**src/verilog/pmw_pkg.sv**
```systemverilog
// Purpose: Shared constants and carriers for the power mode controller
// Assumes: Avalon-MM register map with 32-bit words, byte addressed
// Notes:   Offsets, control field positions and register reset values live here; status bits are placed in pmw_ctrl

// =====================================================================
// Package
package pmw_pkg;

  // Register byte offsets
  localparam logic [4:0] REG_CLKCTL = 5'h00;
  localparam logic [4:0] REG_OSC    = 5'h04;
  localparam logic [4:0] REG_STAT   = 5'h08;
  localparam logic [4:0] REG_WAKE   = 5'h0c;
  localparam logic [4:0] REG_WDT    = 5'h10;

  // Clock control field positions
  localparam int CK_SEL_LSB = 5;
  localparam int CK_HS_SRC  = 3;
  localparam int CK_LS_SRC  = 2;
  localparam int CK_HS_KEEP = 1;
  localparam int CK_LS_KEEP = 0;

  // Oscillator control field positions, stable flags read above them
  localparam int OS_RC_EN    = 0;
  localparam int OS_XT_EN    = 1;
  localparam int OS_LX_EN    = 2;
  localparam int OS_FREQ_LSB = 4;
  localparam int OS_FLAG_LSB = 8;

  // Reset values
  localparam logic [7:0] CLKCTL_RST = 8'h00;
  localparam logic [7:0] OSC_RST    = 8'h01;
  localparam logic [7:0] WAKE_RST   = 8'h00;
  localparam logic       WDT_EN_RST = 1'b1;

  localparam logic [2:0] SEL_SLOW = 3'h7;

  // Pins: [14:7] port A, [6] reset pin, [5] ls crystal clk,
  // [4] ls rc clk, [3:0] oscillator ready lines
  localparam int         PIN_W   = 15;
  localparam logic [14:0] PIN_RST = 15'h7fc0;

  // Cycle counts
  localparam logic [4:0]  OSC_SETTLE_CYC = 5'h10;
  localparam logic [19:0] WDT_LIMIT_DEF  = 20'h00100;

  typedef struct packed {
    logic       hs_run;
    logic       ls_run;
    logic       rc_lowspeed_osc_run;
    logic       sys_slow;
    logic [2:0] div;
  } pmw_clk_ctrl_type;

  typedef struct packed {
    logic full_reset;
    logic wdt_reset;
    logic irq_service;
    logic resume;
  } pmw_wake_evt_type;

endpackage : pmw_pkg

```
**src/verilog/pmw_ctrl.sv**
```systemverilog
// Purpose: Operating mode, halt and wake-up controller of a small MCU
// Assumes: mclk_i is the high-speed clock; low-speed clocks and ready
//          lines arrive on pins and are synchronised here
// Notes:   System clock is given as a tick enable for the core
//
// Summary of operation
// Select code 111 moves the system clock to the low-speed clock.
// Select codes 000 to 110 divide the high-speed clock by 1 to 64.
// Slow mode uses the chosen low-speed oscillator once it is stable.
// Software waits for the high-speed stable flag before fast mode.
// Halt with both keep bits low enters sleep; only watchdog runs.
// Halt with only low-speed keep set stops high-speed clock and CPU.
// Halt with both keep bits set keeps both clocks, stops the CPU.
// Halt with only high-speed keep set stops low-speed clock and CPU.
// Entering any halt mode preserves memory, registers and ports.
// Halt entry sets the power-down flag, clears the timeout flag.
// Halt entry clears the watchdog; it counts on only if enabled.
// Reset pin, port A fall, interrupt or watchdog overflow wake it.
// Reset pin wake is a full reset; watchdog wake a watchdog reset.
// Power-down flag cleared by power-up or watchdog clear, set by halt.
// Watchdog timeout in halt sets timeout flag, resets only PC and SP.
// Enabled port A pins wake on a falling edge; execution resumes.
// Disabled interrupt or full stack: resume, interrupt stays pending.
// Enabled interrupt with stack room gets normal interrupt response.
// A request already set before halt cannot wake the device.
// In sleep the low-speed RC clock runs while watchdog is enabled.
// Enabling or retuning an oscillator clears then sets its flag.
// After wake the CPU stays stopped until the system clock is stable.

module pmw_ctrl #(
  parameter int          NIRQ      = 4,
  parameter logic [19:0] WDT_LIMIT = pmw_pkg::WDT_LIMIT_DEF
) (
  input  wire logic                      mclk_i,
  input  wire logic                      rst_n_i,
  input  wire logic [4:0]                avs_address_i,
  input  wire logic                      avs_read_i,
  input  wire logic                      avs_write_i,
  input  wire logic [31:0]               avs_writedata_i,
  input  wire logic [3:0]                avs_byteenable_i,
  output logic      [31:0]               avs_readdata_o,
  output logic                           avs_waitrequest_o,
  input  wire logic                      halt_i,
  input  wire logic                      clr_wdt_i,
  input  wire logic [NIRQ-1:0]           irq_req_i,
  input  wire logic [NIRQ-1:0]           irq_en_i,
  input  wire logic                      stack_full_i,
  input  wire logic [7:0]                porta_i,
  input  wire logic                      external_reset_pin_n_i,
  input  wire logic                      crystal_ls_clk_i,
  input  wire logic                      rc_ls_clk_i,
  input  wire logic                      crystal_hs_ready_i,
  input  wire logic                      rc_hs_ready_i,
  input  wire logic                      crystal_ls_ready_i,
  input  wire logic                      rc_ls_ready_i,
  output pmw_pkg::pmw_clk_ctrl_type      clk_ctrl_o,
  output logic      [3:0]                osc_en_o,
  output logic                           sys_tick_o,
  output logic                           cpu_stop_o,
  output pmw_pkg::pmw_wake_evt_type      wake_o
);

  // ===================================================================
  // State encoding
  typedef enum logic [5:0] {
    ST_RUN       = 6'h01,
    ST_SLEEP     = 6'h02,
    ST_IDLE_LO   = 6'h04,
    ST_IDLE_BOTH = 6'h08,
    ST_IDLE_HI   = 6'h10,
    ST_WAKE      = 6'h20
  } pmw_state_type;

  function automatic logic [5:0] div_mask(input logic [2:0] sel);
    div_mask = 6'((7'h01 << sel) - 7'h01);
  endfunction : div_mask

  // ===================================================================
  // Pin synchronisers
  logic [14:0] sync1;
  logic [14:0] sync2;
  logic [14:0] sync3;
  logic [14:0] pin_lvl;
  logic [14:0] pin_lvl_d;
  wire  [14:0] pins_raw;
  wire  [14:0] next_pin_lvl;

  assign pins_raw = {porta_i, external_reset_pin_n_i, crystal_ls_clk_i,
                     rc_ls_clk_i, crystal_hs_ready_i, rc_hs_ready_i,
                     crystal_ls_ready_i, rc_ls_ready_i};
  // A change counts only when the last two stages agree
  assign next_pin_lvl = (sync2 & sync3) | (pin_lvl & (sync2 ^ sync3));

  always_ff @(posedge mclk_i or negedge rst_n_i)
  begin
    if (!rst_n_i)
    begin
      sync1     <= pmw_pkg::PIN_RST;
      sync2     <= pmw_pkg::PIN_RST;
      sync3     <= pmw_pkg::PIN_RST;
      pin_lvl   <= pmw_pkg::PIN_RST;
      pin_lvl_d <= pmw_pkg::PIN_RST;
    end
    else
    begin
      sync1     <= pins_raw;
      sync2     <= sync1;
      sync3     <= sync2;
      pin_lvl   <= next_pin_lvl;
      pin_lvl_d <= pin_lvl;
    end
  end

  wire [7:0] porta_fall = pin_lvl_d[14:7] & ~pin_lvl[14:7];
  wire       ext_rst    = ~pin_lvl[6];
  wire       lx_tick    = pin_lvl[5] & ~pin_lvl_d[5];
  wire       rc_lowspeed_osc_tick  = pin_lvl[4] & ~pin_lvl_d[4];
  wire [3:0] osc_ready  = pin_lvl[3:0];

  // ===================================================================
  // Registers and bus slave
  pmw_state_type state;
  logic [7:0]    clkctl;
  logic [7:0]    oscreg;
  logic [7:0]    wake_en;
  logic          wdt_en;
  logic          powerdown_flag;
  logic          tof;
  logic          bus_ack;
  logic [2:0]    osc_flag;

  wire bus_req  = avs_read_i | avs_write_i;
  wire wr_ok    = avs_write_i & bus_ack & avs_byteenable_i[0];
  wire wr_ck    = wr_ok & (avs_address_i == pmw_pkg::REG_CLKCTL);
  wire wr_osc   = wr_ok & (avs_address_i == pmw_pkg::REG_OSC);
  wire wr_wake  = wr_ok & (avs_address_i == pmw_pkg::REG_WAKE);
  wire wr_wdt   = wr_ok & (avs_address_i == pmw_pkg::REG_WDT);
  wire [7:0] wd = avs_writedata_i[7:0];

  wire [2:0] sel     = clkctl[pmw_pkg::CK_SEL_LSB +: 3];
  wire       hs_src  = clkctl[pmw_pkg::CK_HS_SRC];
  wire       ls_src  = clkctl[pmw_pkg::CK_LS_SRC];
  wire       hs_keep = clkctl[pmw_pkg::CK_HS_KEEP];
  wire       ls_keep = clkctl[pmw_pkg::CK_LS_KEEP];
  wire [1:0] freq    = oscreg[pmw_pkg::OS_FREQ_LSB +: 2];

  // One wait state; a write lands on the edge where waitrequest is low
  assign avs_waitrequest_o = bus_req & ~bus_ack;

  logic [31:0] rd_mux;
  always_comb
  begin
    rd_mux = 32'h0000_0000;
    case (avs_address_i)
      pmw_pkg::REG_CLKCTL: rd_mux = {24'h000000, clkctl & 8'hef};
      pmw_pkg::REG_OSC:    rd_mux = {21'h000000, osc_flag, 2'h0, freq,
                                     1'b0, oscreg[2:0]};
      pmw_pkg::REG_STAT:   rd_mux = {18'h00000, state, 6'h00, tof, powerdown_flag};
      pmw_pkg::REG_WAKE:   rd_mux = {24'h000000, wake_en};
      pmw_pkg::REG_WDT:    rd_mux = {31'h00000000, wdt_en};
      default:             rd_mux = 32'h0000_0000;
    endcase
  end

  always_ff @(posedge mclk_i or negedge rst_n_i)
  begin
    if (!rst_n_i)
    begin
      bus_ack        <= 1'b0;
      avs_readdata_o <= 32'h0000_0000;
    end
    else
    begin
      bus_ack        <= bus_req & ~bus_ack;
      avs_readdata_o <= rd_mux;
    end
  end

  // Full reset from the pin returns software settings to their defaults
  always_ff @(posedge mclk_i or negedge rst_n_i)
  begin
    if (!rst_n_i)
    begin
      clkctl  <= pmw_pkg::CLKCTL_RST;
      oscreg  <= pmw_pkg::OSC_RST;
      wake_en <= pmw_pkg::WAKE_RST;
      wdt_en  <= pmw_pkg::WDT_EN_RST;
    end
    else if (ext_rst)
    begin
      clkctl  <= pmw_pkg::CLKCTL_RST;
      oscreg  <= pmw_pkg::OSC_RST;
      wake_en <= pmw_pkg::WAKE_RST;
      wdt_en  <= pmw_pkg::WDT_EN_RST;
    end
    else
    begin
      if (wr_ck)
        clkctl <= wd;
      if (wr_osc)
        oscreg <= wd & 8'h37;
      if (wr_wake)
        wake_en <= wd;
      if (wr_wdt)
        wdt_en <= wd[0];
    end
  end

  // ===================================================================
  // Oscillator gating and stable flags
  wire hs_allowed = ~(state == ST_SLEEP || state == ST_IDLE_LO);
  wire ls_allowed = ~(state == ST_SLEEP || state == ST_IDLE_HI);
  wire rc_lowspeed_osc_run   = (ls_allowed & ~ls_src) | wdt_en;
  wire [2:0] osc_want = {oscreg[pmw_pkg::OS_LX_EN] & ls_allowed,
                         oscreg[pmw_pkg::OS_XT_EN] & hs_allowed,
                         oscreg[pmw_pkg::OS_RC_EN] & hs_allowed};
  wire freq_chg = wr_osc & (wd[pmw_pkg::OS_FREQ_LSB +: 2] != freq);
  wire [2:0] osc_rdy = {osc_ready[1], osc_ready[3], osc_ready[2]};
  logic [2:0] osc_want_d;

  always_ff @(posedge mclk_i or negedge rst_n_i)
  begin
    if (!rst_n_i)
      osc_want_d <= 3'h0;
    else
      osc_want_d <= osc_want;
  end

  genvar gi;
  generate
    for (gi = 0; gi < 3; gi++)
    begin : g_osc
      logic [4:0] settle;
      wire restart = (osc_want[gi] & ~osc_want_d[gi]) |
                     ((gi == 0) & freq_chg);
      always_ff @(posedge mclk_i or negedge rst_n_i)
      begin
        if (!rst_n_i)
        begin
          settle       <= 5'h00;
          osc_flag[gi] <= 1'b0;
        end
        else if (restart || !osc_want[gi] || !osc_rdy[gi])
        begin
          settle       <= 5'h00;
          osc_flag[gi] <= 1'b0;
        end
        else if (settle != pmw_pkg::OSC_SETTLE_CYC)
          settle <= settle + 5'h01;
        else
          osc_flag[gi] <= 1'b1;
      end
    end
  endgenerate

  wire hs_stable = hs_src ? osc_flag[1] : osc_flag[0];
  wire ls_stable = ls_src ? osc_flag[2] : (rc_lowspeed_osc_run & osc_ready[0]);

  // ===================================================================
  // System clock source and divider
  logic       sys_slow;
  logic [5:0] div_cnt;

  always_ff @(posedge mclk_i or negedge rst_n_i)
  begin
    if (!rst_n_i)
    begin
      sys_slow <= 1'b0;
      div_cnt  <= 6'h00;
    end
    else
    begin
      div_cnt <= div_cnt + 6'h01;
      if (sel == pmw_pkg::SEL_SLOW && ls_stable)
        sys_slow <= 1'b1;
      else if (sel != pmw_pkg::SEL_SLOW && hs_stable)
        sys_slow <= 1'b0;
    end
  end

  wire slow_tick = ls_src ? lx_tick : rc_lowspeed_osc_tick;
  wire fast_tick = (div_cnt & div_mask(sel)) == div_mask(sel);
  wire halted    = state != ST_RUN;

  // ===================================================================
  // Watchdog counter
  logic [19:0] wdt_cnt;
  wire halt_go = halt_i & (state == ST_RUN);
  wire wdt_ovf = wdt_en & rc_lowspeed_osc_tick & (wdt_cnt == WDT_LIMIT - 20'h1);

  always_ff @(posedge mclk_i or negedge rst_n_i)
  begin
    if (!rst_n_i)
      wdt_cnt <= 20'h00000;
    else if (halt_go || clr_wdt_i || ext_rst || wdt_ovf)
      wdt_cnt <= 20'h00000;
    else if (wdt_en && rc_lowspeed_osc_tick)
      wdt_cnt <= wdt_cnt + 20'h1;
  end

  // ===================================================================
  // Mode sequencer
  logic [NIRQ-1:0] irq_held;
  logic            woke_irq;
  pmw_state_type   next_state;

  wire [NIRQ-1:0] irq_new  = irq_req_i & ~irq_held;
  wire            port_wk  = |(porta_fall & wake_en);
  wire            wake_req = port_wk | (|irq_new) | wdt_ovf;
  wire            clk_ok   = sys_slow ? ls_stable : hs_stable;
  wire            irq_take = woke_irq & |(irq_req_i & irq_en_i) &
                             ~stack_full_i;

  always_comb
  begin
    next_state = state;
    case (state)
      ST_RUN:
        if (halt_i)
        begin
          case ({hs_keep, ls_keep})
            2'b00:   next_state = ST_SLEEP;
            2'b01:   next_state = ST_IDLE_LO;
            2'b11:   next_state = ST_IDLE_BOTH;
            default: next_state = ST_IDLE_HI;
          endcase
        end
      ST_SLEEP, ST_IDLE_LO, ST_IDLE_BOTH, ST_IDLE_HI:
        if (wake_req)
          next_state = ST_WAKE;
      ST_WAKE:
        if (clk_ok)
          next_state = ST_RUN;
      default:
        next_state = ST_RUN;
    endcase
    if (ext_rst)
      next_state = ST_RUN;
  end

  always_ff @(posedge mclk_i or negedge rst_n_i)
  begin
    if (!rst_n_i)
    begin
      state    <= ST_RUN;
      irq_held <= '0;
      woke_irq <= 1'b0;
      powerdown_flag      <= 1'b0;
      tof      <= 1'b0;
      wake_o   <= '0;
    end
    else
    begin
      state              <= next_state;
      wake_o.full_reset  <= ext_rst;
      wake_o.wdt_reset   <= wdt_ovf & ~ext_rst;
      wake_o.irq_service <= 1'b0;
      wake_o.resume      <= 1'b0;
      if (halt_go)
        irq_held <= irq_req_i;
      if (halted && state != ST_WAKE && wake_req)
        woke_irq <= (|irq_new) & ~port_wk & ~wdt_ovf;
      if (state == ST_WAKE && clk_ok && !ext_rst)
      begin
        wake_o.irq_service <= irq_take;
        wake_o.resume      <= ~irq_take;
        woke_irq           <= 1'b0;
      end
      // Halt sets, watchdog clear clears; the set wins
      if (halt_go)
        powerdown_flag <= 1'b1;
      else if (clr_wdt_i)
        powerdown_flag <= 1'b0;
      if (wdt_ovf)
        tof <= 1'b1;
      else if (halt_go)
        tof <= 1'b0;
    end
  end

  // ===================================================================
  // Outputs: only clocks are gated, so state is held untouched in halt
  assign cpu_stop_o          = halted;
  assign sys_tick_o          = ~halted & (sys_slow ? slow_tick : fast_tick);
  assign clk_ctrl_o.hs_run   = hs_allowed;
  assign clk_ctrl_o.ls_run   = ls_allowed;
  assign clk_ctrl_o.rc_lowspeed_osc_run = rc_lowspeed_osc_run;
  assign clk_ctrl_o.sys_slow = sys_slow;
  assign clk_ctrl_o.div      = sel;
  assign osc_en_o            = {rc_lowspeed_osc_run, osc_want[2], osc_want[1],
                                osc_want[0]};

endmodule : pmw_ctrl

```
**config.mk**
```make
export PLATFORM = sky130hd
export DESIGN_NAME = pmw_ctrl
export DESIGN_NICKNAME = d
export VERILOG_FILES = /design/src/verilog/pmw_pkg.sv /design/src/verilog/pmw_ctrl.sv
export SDC_FILE = /design/constraint.sdc
export NUM_CORES = 1
export LEC_CHECK = 0
export BUFFER_PORTS_ARGS = -buffer_cell sky130_fd_sc_hd__buf_4
export CORE_MARGIN = 4
export CORE_UTILIZATION = 51
export DETAILED_ROUTE_END_ITERATION = 8
export PLACE_DENSITY = 0.78
export SYNTH_ARGS = -nofsm -noshare
export SYNTH_HDL_FRONTEND = slang
export SYNTH_SLANG_ARGS = --single-unit
export TNS_END_PERCENT = 30
```
**constraint.sdc**
```tcl
create_clock -name mclk_i -period 2.2 [get_ports mclk_i]
set_input_delay 0.44 -clock mclk_i [delete_from_list [all_inputs] [get_ports mclk_i]]
set_output_delay 0.44 -clock mclk_i [all_outputs]
set_load 0.05 [all_outputs]
```
==> impl_metrics.py, run 1 <==
metrics = {
    "power": {
        "p_seq_share_pct": 48.0,
        "p_int_mw": 5.33,
        "leakagePower_nw": 4.07,
        "p_switching_mw": 1.88,
        "power_frac_comb_pct": 11.4,
        "switching_share_pct": 26.0,
        "ir_worst_vdd_mv": 0.649,
        "p_clk_share_pct": 40.7,
        "powerDensity_nw_per_um2": 817,
        "power_mw": 7.20,
    },
    "cts": {
        "cts_buffers": 17,
        "cts.clk_slew.worst_paths_ps": 70,
        "cts_tree": "done",
        "cts_buffer_depth": 2,
        "worst_skew_pair.late_latency_ps": 440,
        "root_buffer": "clkbuf_16",
        "cts_sinks": 171,
        "cts_max_level": 4,
    },
    "synthesis": {
        "synth_seq_cells": 171,
        "synthArstFlopShare_pct": 100,
        "synthFlopType": "dfrtp_1",
        "yosysUniqueCellTypes": 65,
        "yosysTopAreaCellShare_pct": 42.6,
        "yosys_warnings": 0,
        "synth_most_common_cell": "dfrtp_1",
        "ys_seq_area_share_pct": 59.5,
        "postSynthCellCount": 614,
        "ys_top_cells_by_area": "dfrtp_1 43%, dfstp_2 17%, ha_1 4.1%",
        "synth_area_leader_cell": "dfrtp_1",
        "synth_edf_count": 0,
        "syn_area_um2": 7290,
        "synth.avg_cell_area_um2": 11.9,
        "ys_top_cells_by_count": "124 x dfrtp_1, 60 x nor2_1, 47 x dfstp_2, 45 x nand2_1, 37 x nand3_1",
    },
    "route": {
        "route.detailed.drc": 0,
        "first_pass_iters": 5,
        "wl_per_cell_um": 16.3,
        "num_vias": 4861,
        "routed_wl_um": 14700,
        "ant_nets": 0,
        "vias_per_cell": 5.39,
        "detail_route.iter0.violations": 380,
    },
    "setup_path": {
        "startpoint_type": "flop",
        "crit_top_cell": "o21a_1",
        "worstSetupEndpointType": "output pin",
        "critPathKind": "flop to output pin",
        "crit_fanout": 3,
        "cp_slowest_cell": "or3_4",
        "critPathArrivalTime_ps": 2360,
        "slowest_delay_ps": 410,
        "path_cells": "or3_4, ha_4, nor3b_2, a21oi_1, o21a_1, o221ai_2, o21a_1, nor2_4, buf_6",
        "crit_buf_inv": 1,
        "required_ps": 1760,
        "crit_family": "simple AND/OR/NAND/NOR gates",
    },
    "grt": {
        "grt_pass1_wl_um": 24500,
        "grt_most_used_layer": "met2",
        "grt_pass1_vias": 5018,
        "grt_overflow_total": 0,
        "grtUsageTotal_pct": 19.3,
        "antenna_found_initial": 0,
        "grt_use_met3_pct": 6.19,
        "grtUsageMet1_pct": 23.9,
        "grtUsageMet2_pct": 31.4,
        "grt_max_degree": 60,
    },
    "layout": {
        "antenna_cells": 0,
        "multi_input_area_um2": 2720,
        "drive_gt1_share_pct": 31.9,
        "fin_area_um2": 8810,
        "nets": 804,
        "fill_cells": 1038,
        "regArea_um2": 4340,
        "syn2layout_area_growth_pct": 20.8,
    },
    "die": {
        "ioPinCount": 121,
        "die_y_um": 128,
        "rows": 43,
        "die_area_um2": 16300,
        "initial_core_util_pct": 52.3,
        "coreArea_um2": 13900,
        "die_w_um": 128,
    },
    "timing": {
        "setup_viol_count_final": 4,
        "period_minus_slack_ps": 2800,
        "slew_headroom_pct": 60.0,
        "grt_setup_unrepaired": "yes",
        "worst_pin_slew_ps": 595,
        "finalHoldViolCount": 0,
        "post-route-period-util_pct": 127,
        "max_clock_freq_mhz": 357,
        "finalMaxSlewViolations": 0,
        "skew_ps": 7.14,
        "setup_ws_ps": -601,
        "whs_ps": 109,
    },
    "run": {
        "drv_cap": 0,
    },
    "placement": {
        "dpl_cell_area_um2": 8010,
        "io_buffers": 75,
        "gp_congestion": 0.854,
        "dp_hpwl_um": 10200,
    },
    "run_status": {
        "status": "complete, but fails checks",
        "violations": "negative setup slack",
    },
    "hold_path": {
        "hold_path.class": "primary input to flop",
    },
}
==> power groups by stage <==
stage          logic (mW)  clock network [mW]  registers (mW)
4_1_cts             0.734                3.00            3.46
6_report            0.818                2.93            3.45
5_1_grt             0.893                3.13            3.47
3_3_place_gp        0.681                   0            3.49
2_1_floorplan       0.493                   0            3.47
3_5_place_dp        0.703                   0            3.51
==> cell families (layout without fill, tap and decap cells) <==
family                     Yosys count  count (layout)  synth area share [%]
xor gates and xnor gates            41              41                  4.92
adders and majority gates           24              24                  4.12
buffers and inverters               70             161                  5.47
muxes                               21              21                  3.12
DFF                                171             171                  59.5
other                                1              18                0.0514
and+or+nand+nor                    203             203                  14.7
AOI/OAI and AO/OA                   83              83                  8.17
==> final timing paths <==
| path | start | end | slack [ps] | depth (start not counted) |
|---|---|---|---|---|
| worst max-delay path | clkctl[5]$_DFFE_PN0P_ | sys_tick_o | -600 | 9 |
| worst min-delay path | porta_i[2] | sync1[9]$_DFF_PN1_ | 110 | 1 |
| worst max register to register | state[2]$_DFFE_PN0P_ | state[2]$_DFFE_PN0P_ | 80 | 7 |
| worst min register to register | sync1[2]$_DFF_PN0_ | sync2[2]$_DFF_PN0_ | 350 | 0 |
| max in group asynchronous | rst_n_i | pin_lvl[13]$_DFF_PN1_ | 1030 | 3 |
| min in group asynchronous | rst_n_i | wake_o[2]$_DFF_PN0_ | 470 | 2 |
==> routing by layer <==
layer	wire [um]	vias up
met3	976	27
met1	5990	2419
met2	7380	170
met4	349	0
met5	0	-
li1	-	2245
==> flip-flops by register name (all words and copies together), names as in the netlist <==
signal / count
sync2: 15
wdt_cnt: 20
sys_slow: 1
wake_o: 4
div_cnt: 6
irq_held: 4
pin_lvl_d: 10
avs_readdata_o: 14
pin_lvl: 15
state: 6
sync3: 15
osc_want_d: 3
osc_flag: 3
wdt_en: 1
tof: 1
g_osc.settle: 15
clkctl: 7
woke_irq: 1
sync1: 15
powerdown_flag: 1
wake_en: 8
bus_ack: 1
oscreg: 5
==> final cells by class <==
type | instances | area share [%]
inverters | 25 | 1.09
flip-flops and latches | 171 | 49.3
well taps | 180 | 2.56
clock buffers | 18 | 5.11
repair buffers | 104 | 9.60
multi-input cells | 390 | 30.8
clock inverters | 14 | 1.51
==> worst register-to-register path, cell delays in order (launching register included) <==
cell and delay (ps):
dfrtp_2 470, buf_4 190, o21ai_1 180, o21ai_1 100, o21ai_1 210, nand3_2 140, o31ai_4 380, mux2_4 330
==> timing repair <==
| action | 4_1_cts | 5_1_grt |
|---|---|---|
| gates resized for setup | 16 | 16 |
| hold buffers | 1 | 0 |
| pin swaps | 7 | 9 |
| buffers inserted | 4 | 8 |
| endpoints found under the setup margin | 7 | 10 |
| hold endpoints to repair | 21 | 0 |
==> cells in the final DEF, fill, tap and decap left out, types with 14 or more instances in the layout <==
cell / n
a21o_1: 16
a21oi_1: 20
buf_4: 93
clkbuf_16: 18
conb_1: 18
dfrtp_1: 119
dfstp_2: 47
ha_1: 23
inv_1: 24
mux2i_1: 16
nand2_1: 44
nand3_1: 35
nor2_1: 58
xnor2_1: 14
xor2_1: 24
==> stage by stage <==
| step | setup WS (ps) | util (%) | instances | setup TNS (ps) |
|---|---|---|---|---|
| final | -601 | 63.2 | 902 | -685 |
| after global routing | -707 | 63.2 | 902 | -997 |
| after CTS | -604 | 62.4 | 894 | -640 |
| after detailed placement | -257 | 57.5 | 857 | -257 |
| after global placement | -172 | 57.5 | 857 | -172 |
| after floorplan | -186 | - | 631 | -186 |
(Power assumes the default switching activity.)
==> run 2: changes to the inputs <==
--- a/config.mk
+++ b/config.mk
@@ -6,11 +6,14 @@
 export NUM_CORES = 1
 export LEC_CHECK = 0
 export BUFFER_PORTS_ARGS = -buffer_cell sky130_fd_sc_hd__buf_4
+export CELL_PAD_IN_SITES_DETAIL_PLACEMENT = 0
+export CELL_PAD_IN_SITES_GLOBAL_PLACEMENT = 1
 export CORE_MARGIN = 4
-export CORE_UTILIZATION = 51
+export CORE_UTILIZATION = 40
 export DETAILED_ROUTE_END_ITERATION = 8
-export PLACE_DENSITY = 0.78
+export PLACE_DENSITY = 0.77
+export SKIP_CTS_REPAIR_TIMING = 1
 export SYNTH_ARGS = -nofsm -noshare
 export SYNTH_HDL_FRONTEND = slang
 export SYNTH_SLANG_ARGS = --single-unit
-export TNS_END_PERCENT = 30
+export TNS_END_PERCENT = 100
==> run 2 against run 1 <==
Against the previous run:
- critical path type unchanged
- sequential cell count unchanged
- power decreased by 1.3%
- fmax increased by 1.1%
- register-to-register slack about the same
- the flow finishes with violations (negative hold slack, negative setup slack)
- global-route usage decreased by 4.1 points
==> impl_metrics.py, run 2 (synthesis results as in run 1) <==
metrics = {
    "run_status": {
        "status": "complete, but fails checks",
        "violations": "negative hold slack, negative setup slack",
    },
    "die": {
        "coreArea_um2": 18000,
        "die_area_um2": 20500,
        "initial_core_util_pct": 40.6,
        "rows": 49,
        "die_w_um": 143,
        "ioPinCount": 121,
        "die_y_um": 143,
    },
    "timing": {
        "period_minus_slack_ps": 2770,
        "worst_pin_slew_ps": 597,
        "setup_ws_ps": -570,
        "max_clock_freq_mhz": 361,
        "setup_viol_count_final": 1,
        "slew_headroom_pct": 59.9,
        "grt_setup_unrepaired": "yes",
        "finalHoldViolCount": 11,
        "post-route-period-util_pct": 126,
        "finalMaxSlewViolations": 0,
        "skew_ps": 7.74,
        "whs_ps": -17.5,
    },
    "layout": {
        "stdcell_count": 949,
        "layout_commonest_cell": "dfrtp_1",
        "drive_gt1_share_pct": 31.0,
        "final_cell_mix": "119 x dfrtp_1, 91 x buf_4, 59 x nor2_1, 47 x dfstp_2, 45 x nand2_1",
        "largest_reg_flops": 20,
        "antenna_cells": 0,
        "syn2layout_area_growth_pct": 21.1,
        "top_register": "wdt_cnt",
        "fill_cells": 1612,
        "nets": 802,
    },
    "power": {
        "powerDensity_nw_per_um2": 805,
        "leakagePower_nw": 4.06,
        "ir_worst_vdd_mv": 0.659,
        "power_mw": 7.11,
    },
    "cts": {
        "cts_tree": "done",
        "root_buffer": "clkbuf_16",
        "cts_buffer_depth": 2,
        "cts_max_level": 4,
        "cts.clk_slew.worst_paths_ps": 70,
        "worst_skew_pair.late_latency_ps": 430,
        "cts_buffers": 17,
        "cts_sinks": 171,
    },
    "setup_path": {
        "required_ps": 1760,
        "critPathArrivalTime_ps": 2330,
        "crit_fanout": 4,
        "r2r_setup_slack_ps": 90,
        "startpoint_type": "flop",
        "critPathKind": "flop to output pin",
        "worstSetupEndpointType": "output pin",
    },
    "grt": {
        "grt_max_degree": 56,
        "antenna_found_initial": 0,
        "grt_overflow_total": 0,
        "grt_pass1_wl_um": 24500,
        "grt_pass1_vias": 4826,
        "grtUsageTotal_pct": 15.3,
    },
    "placement": {
        "gp_congestion": 0.821,
        "dpl.cell_count": 909,
        "dp_hpwl_um": 10700,
        "io_buffers": 75,
    },
    "hold_path": {
        "hold_path.class": "primary input to async pin",
    },
    "run": {
        "drv_cap": 0,
    },
    "route": {
        "detail_route.iter0.violations": 268,
        "num_vias": 4739,
        "routed_wl_um": 14800,
        "first_pass_iters": 5,
        "ant_nets": 0,
        "wl_per_cell_um": 15.6,
        "vias_per_cell": 4.99,
        "route.detailed.drc": 0,
    },
}
run 2: changes by cell type in the layout (fill, tap and decap cells not counted), moves of 2 or more:
cell,delta
inv_8,-2
buf_6,+3
buf_4,-2
buf_8,-2
clkbuf_1,+2
run 2: worst max-delay path, cell delays in order (launching register included):
cell and delay, ps:
dfrtp_1 380, or3_4 410, ha_4 190, nor3b_2 160, a21oi_1 60, o21a_1 190, o221ai_2 160, o21a_1 170
nor2_4 50, buf_6 150
run 2: stage by stage:
| stage | instance area, um2 | setup TNS, ps | worst slack [ps] | utilization [%] |
|---|---|---|---|---|
| after global placement | 8100 | -186 | -186 | 45.1 |
| final | 8830 | -570 | -570 | 49.2 |
| after detailed placement | 8100 | -258 | -258 | 45.1 |
| after CTS | 8660 | -1740 | -733 | 48.2 |
| after floorplan | 7400 | -186 | -186 | - |
| after global routing | 8830 | -1000 | -693 | 49.2 |
run 2: final timing paths:
| kind | startpoint | end | cells after the start |
|---|---|---|---|
| min reg2reg | sync1[3]$_DFF_PN0_ | sync2[3]$_DFF_PN0_ | 0 |
| min in group mclk_i | rc_ls_ready_i | sync1[0]$_DFF_PN0_ | 1 |
| max in group asynchronous | rst_n_i | pin_lvl[6]$_DFF_PN1_ | 2 |
| max reg2reg | state[1]$_DFFE_PN0P_ | state[4]$_DFFE_PN0P_ | 7 |
| min | rst_n_i | g_osc[0].settle[1]$_DFFE_PN0P_ | 1 |
| max | clkctl[5]$_DFFE_PN0P_ | sys_tick_o | 9 |
run 2: layout make-up:
type	count	area, um2	area share, %
Sequential cell	171	4340	49.2
Timing Repair Buffer	102	825	9.33
Inverter	25	93.8	1.06
Clock inverter	12	108	1.22
Clock buffer	20	458	5.18
Tap cell	229	287	3.24
Multi-Input combinational cell	390	2720	30.8
run 2: power breakdown:
part	internal (mW)	leakage, nW	switching [mW]
registers	3.35	2.12	0.104
clock network	1.64	0.286	1.24
logic	0.303	1.65	0.481
run 2: per-layer routing:
layer	track usage, %	vias up	share of wire [%]
met5	0	-	0
met2	25.2	118	50
met3	4.59	22	5.6
met4	5.30	0	2.1
met1	19.1	2362	42
li1	-	2237	-
==> run 3: changes to the inputs <==
--- a/config.mk
+++ b/config.mk
@@ -6,12 +6,13 @@
 export NUM_CORES = 1
 export LEC_CHECK = 0
 export BUFFER_PORTS_ARGS = -buffer_cell sky130_fd_sc_hd__buf_4
+export CAP_MARGIN = 20
 export CELL_PAD_IN_SITES_DETAIL_PLACEMENT = 0
 export CELL_PAD_IN_SITES_GLOBAL_PLACEMENT = 1
 export CORE_MARGIN = 4
-export CORE_UTILIZATION = 40
+export CORE_UTILIZATION = 48
 export DETAILED_ROUTE_END_ITERATION = 8
-export PLACE_DENSITY = 0.77
+export PLACE_DENSITY = 0.86
 export SKIP_CTS_REPAIR_TIMING = 1
 export SYNTH_ARGS = -nofsm -noshare
 export SYNTH_HDL_FRONTEND = slang
==> constraint.sdc (replaced) <==
create_clock -name mclk_i -period 3.3 [get_ports mclk_i]
set_input_delay 0.66 -clock mclk_i [delete_from_list [all_inputs] [get_ports mclk_i]]
set_output_delay 0.66 -clock mclk_i [all_outputs]
set_load 0.05 [all_outputs]
==> run 3 against run 2 <==
Against the previous run:
- the run now ends clean
- hold slack gained 160 ps
- critical path type unchanged
- final cell count shrank 6.5%
- combinational power fell by 42%
- power shrank 34%
- critical path depth unchanged
- sequential share of layout area rose by 1.7 points
- sequential power decreased by 33%
==> impl_metrics.py, run 3 (synthesis results as in run 1) <==
metrics = {
    "run_status": {
        "status": "finished clean",
    },
    "timing": {
        "post-route-period-util_pct": 97.8,
        "slew_headroom_pct": 35.7,
        "finalMaxSlewViolations": 0,
        "max_clock_freq_mhz": 310,
        "skew_ps": 9.62,
        "setup_viol_count_final": 0,
        "worst_pin_slew_ps": 951,
        "grt_setup_unrepaired": "no",
        "finalHoldViolCount": 0,
        "period_minus_slack_ps": 3230,
    },
    "power": {
        "powerDensity_nw_per_um2": 550,
        "leakagePower_nw": 3.95,
        "power_mw": 4.69,
        "ir_worst_vdd_mv": 0.381,
    },
    "die": {
        "ioPinCount": 121,
        "die_area_um2": 17200,
        "initial_core_util_pct": 49.6,
        "die_y_um": 131,
        "die_w_um": 131,
        "coreArea_um2": 14700,
        "rows": 44,
    },
    "setup_path": {
        "startpoint_type": "flop",
        "timing.rr.start": "pin_lvl[6]$_DFF_PN1_",
        "startpoint": "clkctl[7]$_DFFE_PN0P_",
        "r2r_cells": 6,
        "cp-endpoint": "sys_tick_o",
        "r2r-end": "wdt_cnt[15]$_DFFE_PN0P_",
        "worstSetupEndpointType": "output pin",
        "crit_fanout": 7,
        "critPathArrivalTime_ps": 2570,
        "critPathKind": "flop to output pin",
        "required_ps": 2640,
        "r2r_setup_slack_ps": 1030,
    },
    "placement": {
        "gp_congestion": 0.797,
        "dp_hpwl_um": 10000,
        "dpl.cell_count": 851,
        "io_buffers": 75,
    },
    "grt": {
        "grt_use_met3_pct": 4.78,
        "grt_most_used_layer": "met2",
        "grtUsageMet2_pct": 27.1,
        "grt_pass1_wl_um": 23400,
        "grt_overflow_total": 0,
        "grt_pass1_vias": 4662,
        "grt_max_degree": 68,
        "grtUsageTotal_pct": 16.8,
        "grtUsageMet1_pct": 22.5,
        "antenna_found_initial": 0,
    },
    "layout": {
        "syn2layout_area_growth_pct": 17.0,
        "stdcell_count": 887,
        "nets": 785,
        "top_register": "wdt_cnt",
        "largest_reg_flops": 20,
        "antenna_cells": 0,
        "drive_gt1_share_pct": 27.0,
        "final_cell_mix": "122 x dfrtp_1, 83 x buf_4, 60 x nor2_1, 47 x dfstp_2, 45 x nand2_1",
        "final_util_pct": 58.0,
        "layout_commonest_cell": "dfrtp_1",
    },
    "route": {
        "route.detailed.drc": 0,
        "wl_per_cell_um": 15.8,
        "first_pass_iters": 5,
        "routed_wl_um": 14000,
        "num_vias": 4644,
        "ant_nets": 0,
        "detail_route.iter0.violations": 273,
        "vias_per_cell": 5.24,
    },
    "cts": {
        "cts_buffer_depth": 2,
        "cts_buffers": 17,
        "cts.clk_slew.worst_paths_ps": 70,
        "cts_tree": "done",
        "cts_max_level": 4,
        "cts_sinks": 171,
        "worst_skew_pair.late_latency_ps": 420,
        "root_buffer": "clkbuf_16",
    },
    "run": {
        "drv_cap": 0,
    },
    "hold_path": {
        "hold_path.class": "primary input to async pin",
    },
}
run 3: routing by layer:
metal	up-vias	share of wire, %
met2	134	49
met4	0	1.1
li1	2217	-
met3	15	5.6
met5	-	0
met1	2278	45
run 3: how the worst min path moves through the flow:
stage                    endpoint  cells after the start
2_1_floorplan  sync2[0]$_DFF_PN0_                      0
3_3_place_gp   sync2[2]$_DFF_PN0_                      0
3_5_place_dp   sync2[0]$_DFF_PN0_                      0
4_1_cts        sync2[1]$_DFF_PN0_                      1
5_1_grt        sync1[1]$_DFF_PN0_                      1
6_report       sync2[1]$_DFF_PN0_                      1
run 3: report_power, final:
group | internal, mW | leakage, nW | switching, mW
registers | 2.23 | 2.12 | 0.0691
clock network | 1.10 | 0.293 | 0.839
logic | 0.159 | 1.53 | 0.300
total | 3.49 | 3.95 | 1.21
run 3: area by class of cell:
cell class              instances  area (um2)
flip-flops and latches        171        4340
clock buffers                  21         493
repair buffers                 85         654
multi-input cells             390        2620
inverters                      25        93.8
clock inverters                11        97.6
well taps                     184         230
fillers                      1200        6170
run 3: metrics by stage:
| step | worst slack [ps] | setup TNS, ps | hold WS (ps) | cell area [um2] |
|---|---|---|---|---|
| global route | 2.94 | 0 | 151 | 8530 |
| detailed placement | 454 | 0 | 335 | 7910 |
| global placement | 537 | 0 | 334 | 7910 |
| CTS | -15.3 | -15.3 | 137 | 8500 |
| floorplan | 308 | 0 | 331 | 7360 |
| finish | 72.6 | 0 | 143 | 8530 |
run 3: worst max-delay path: stages, from the launching register on:
cell	delay [ps]
dfrtp_2	450
or3_1	410
ha_1	260
nor3b_1	230
a21oi_1	70
o21a_1	180
o221ai_1	180
o21a_1	140
nor2_1	40
buf_4	180
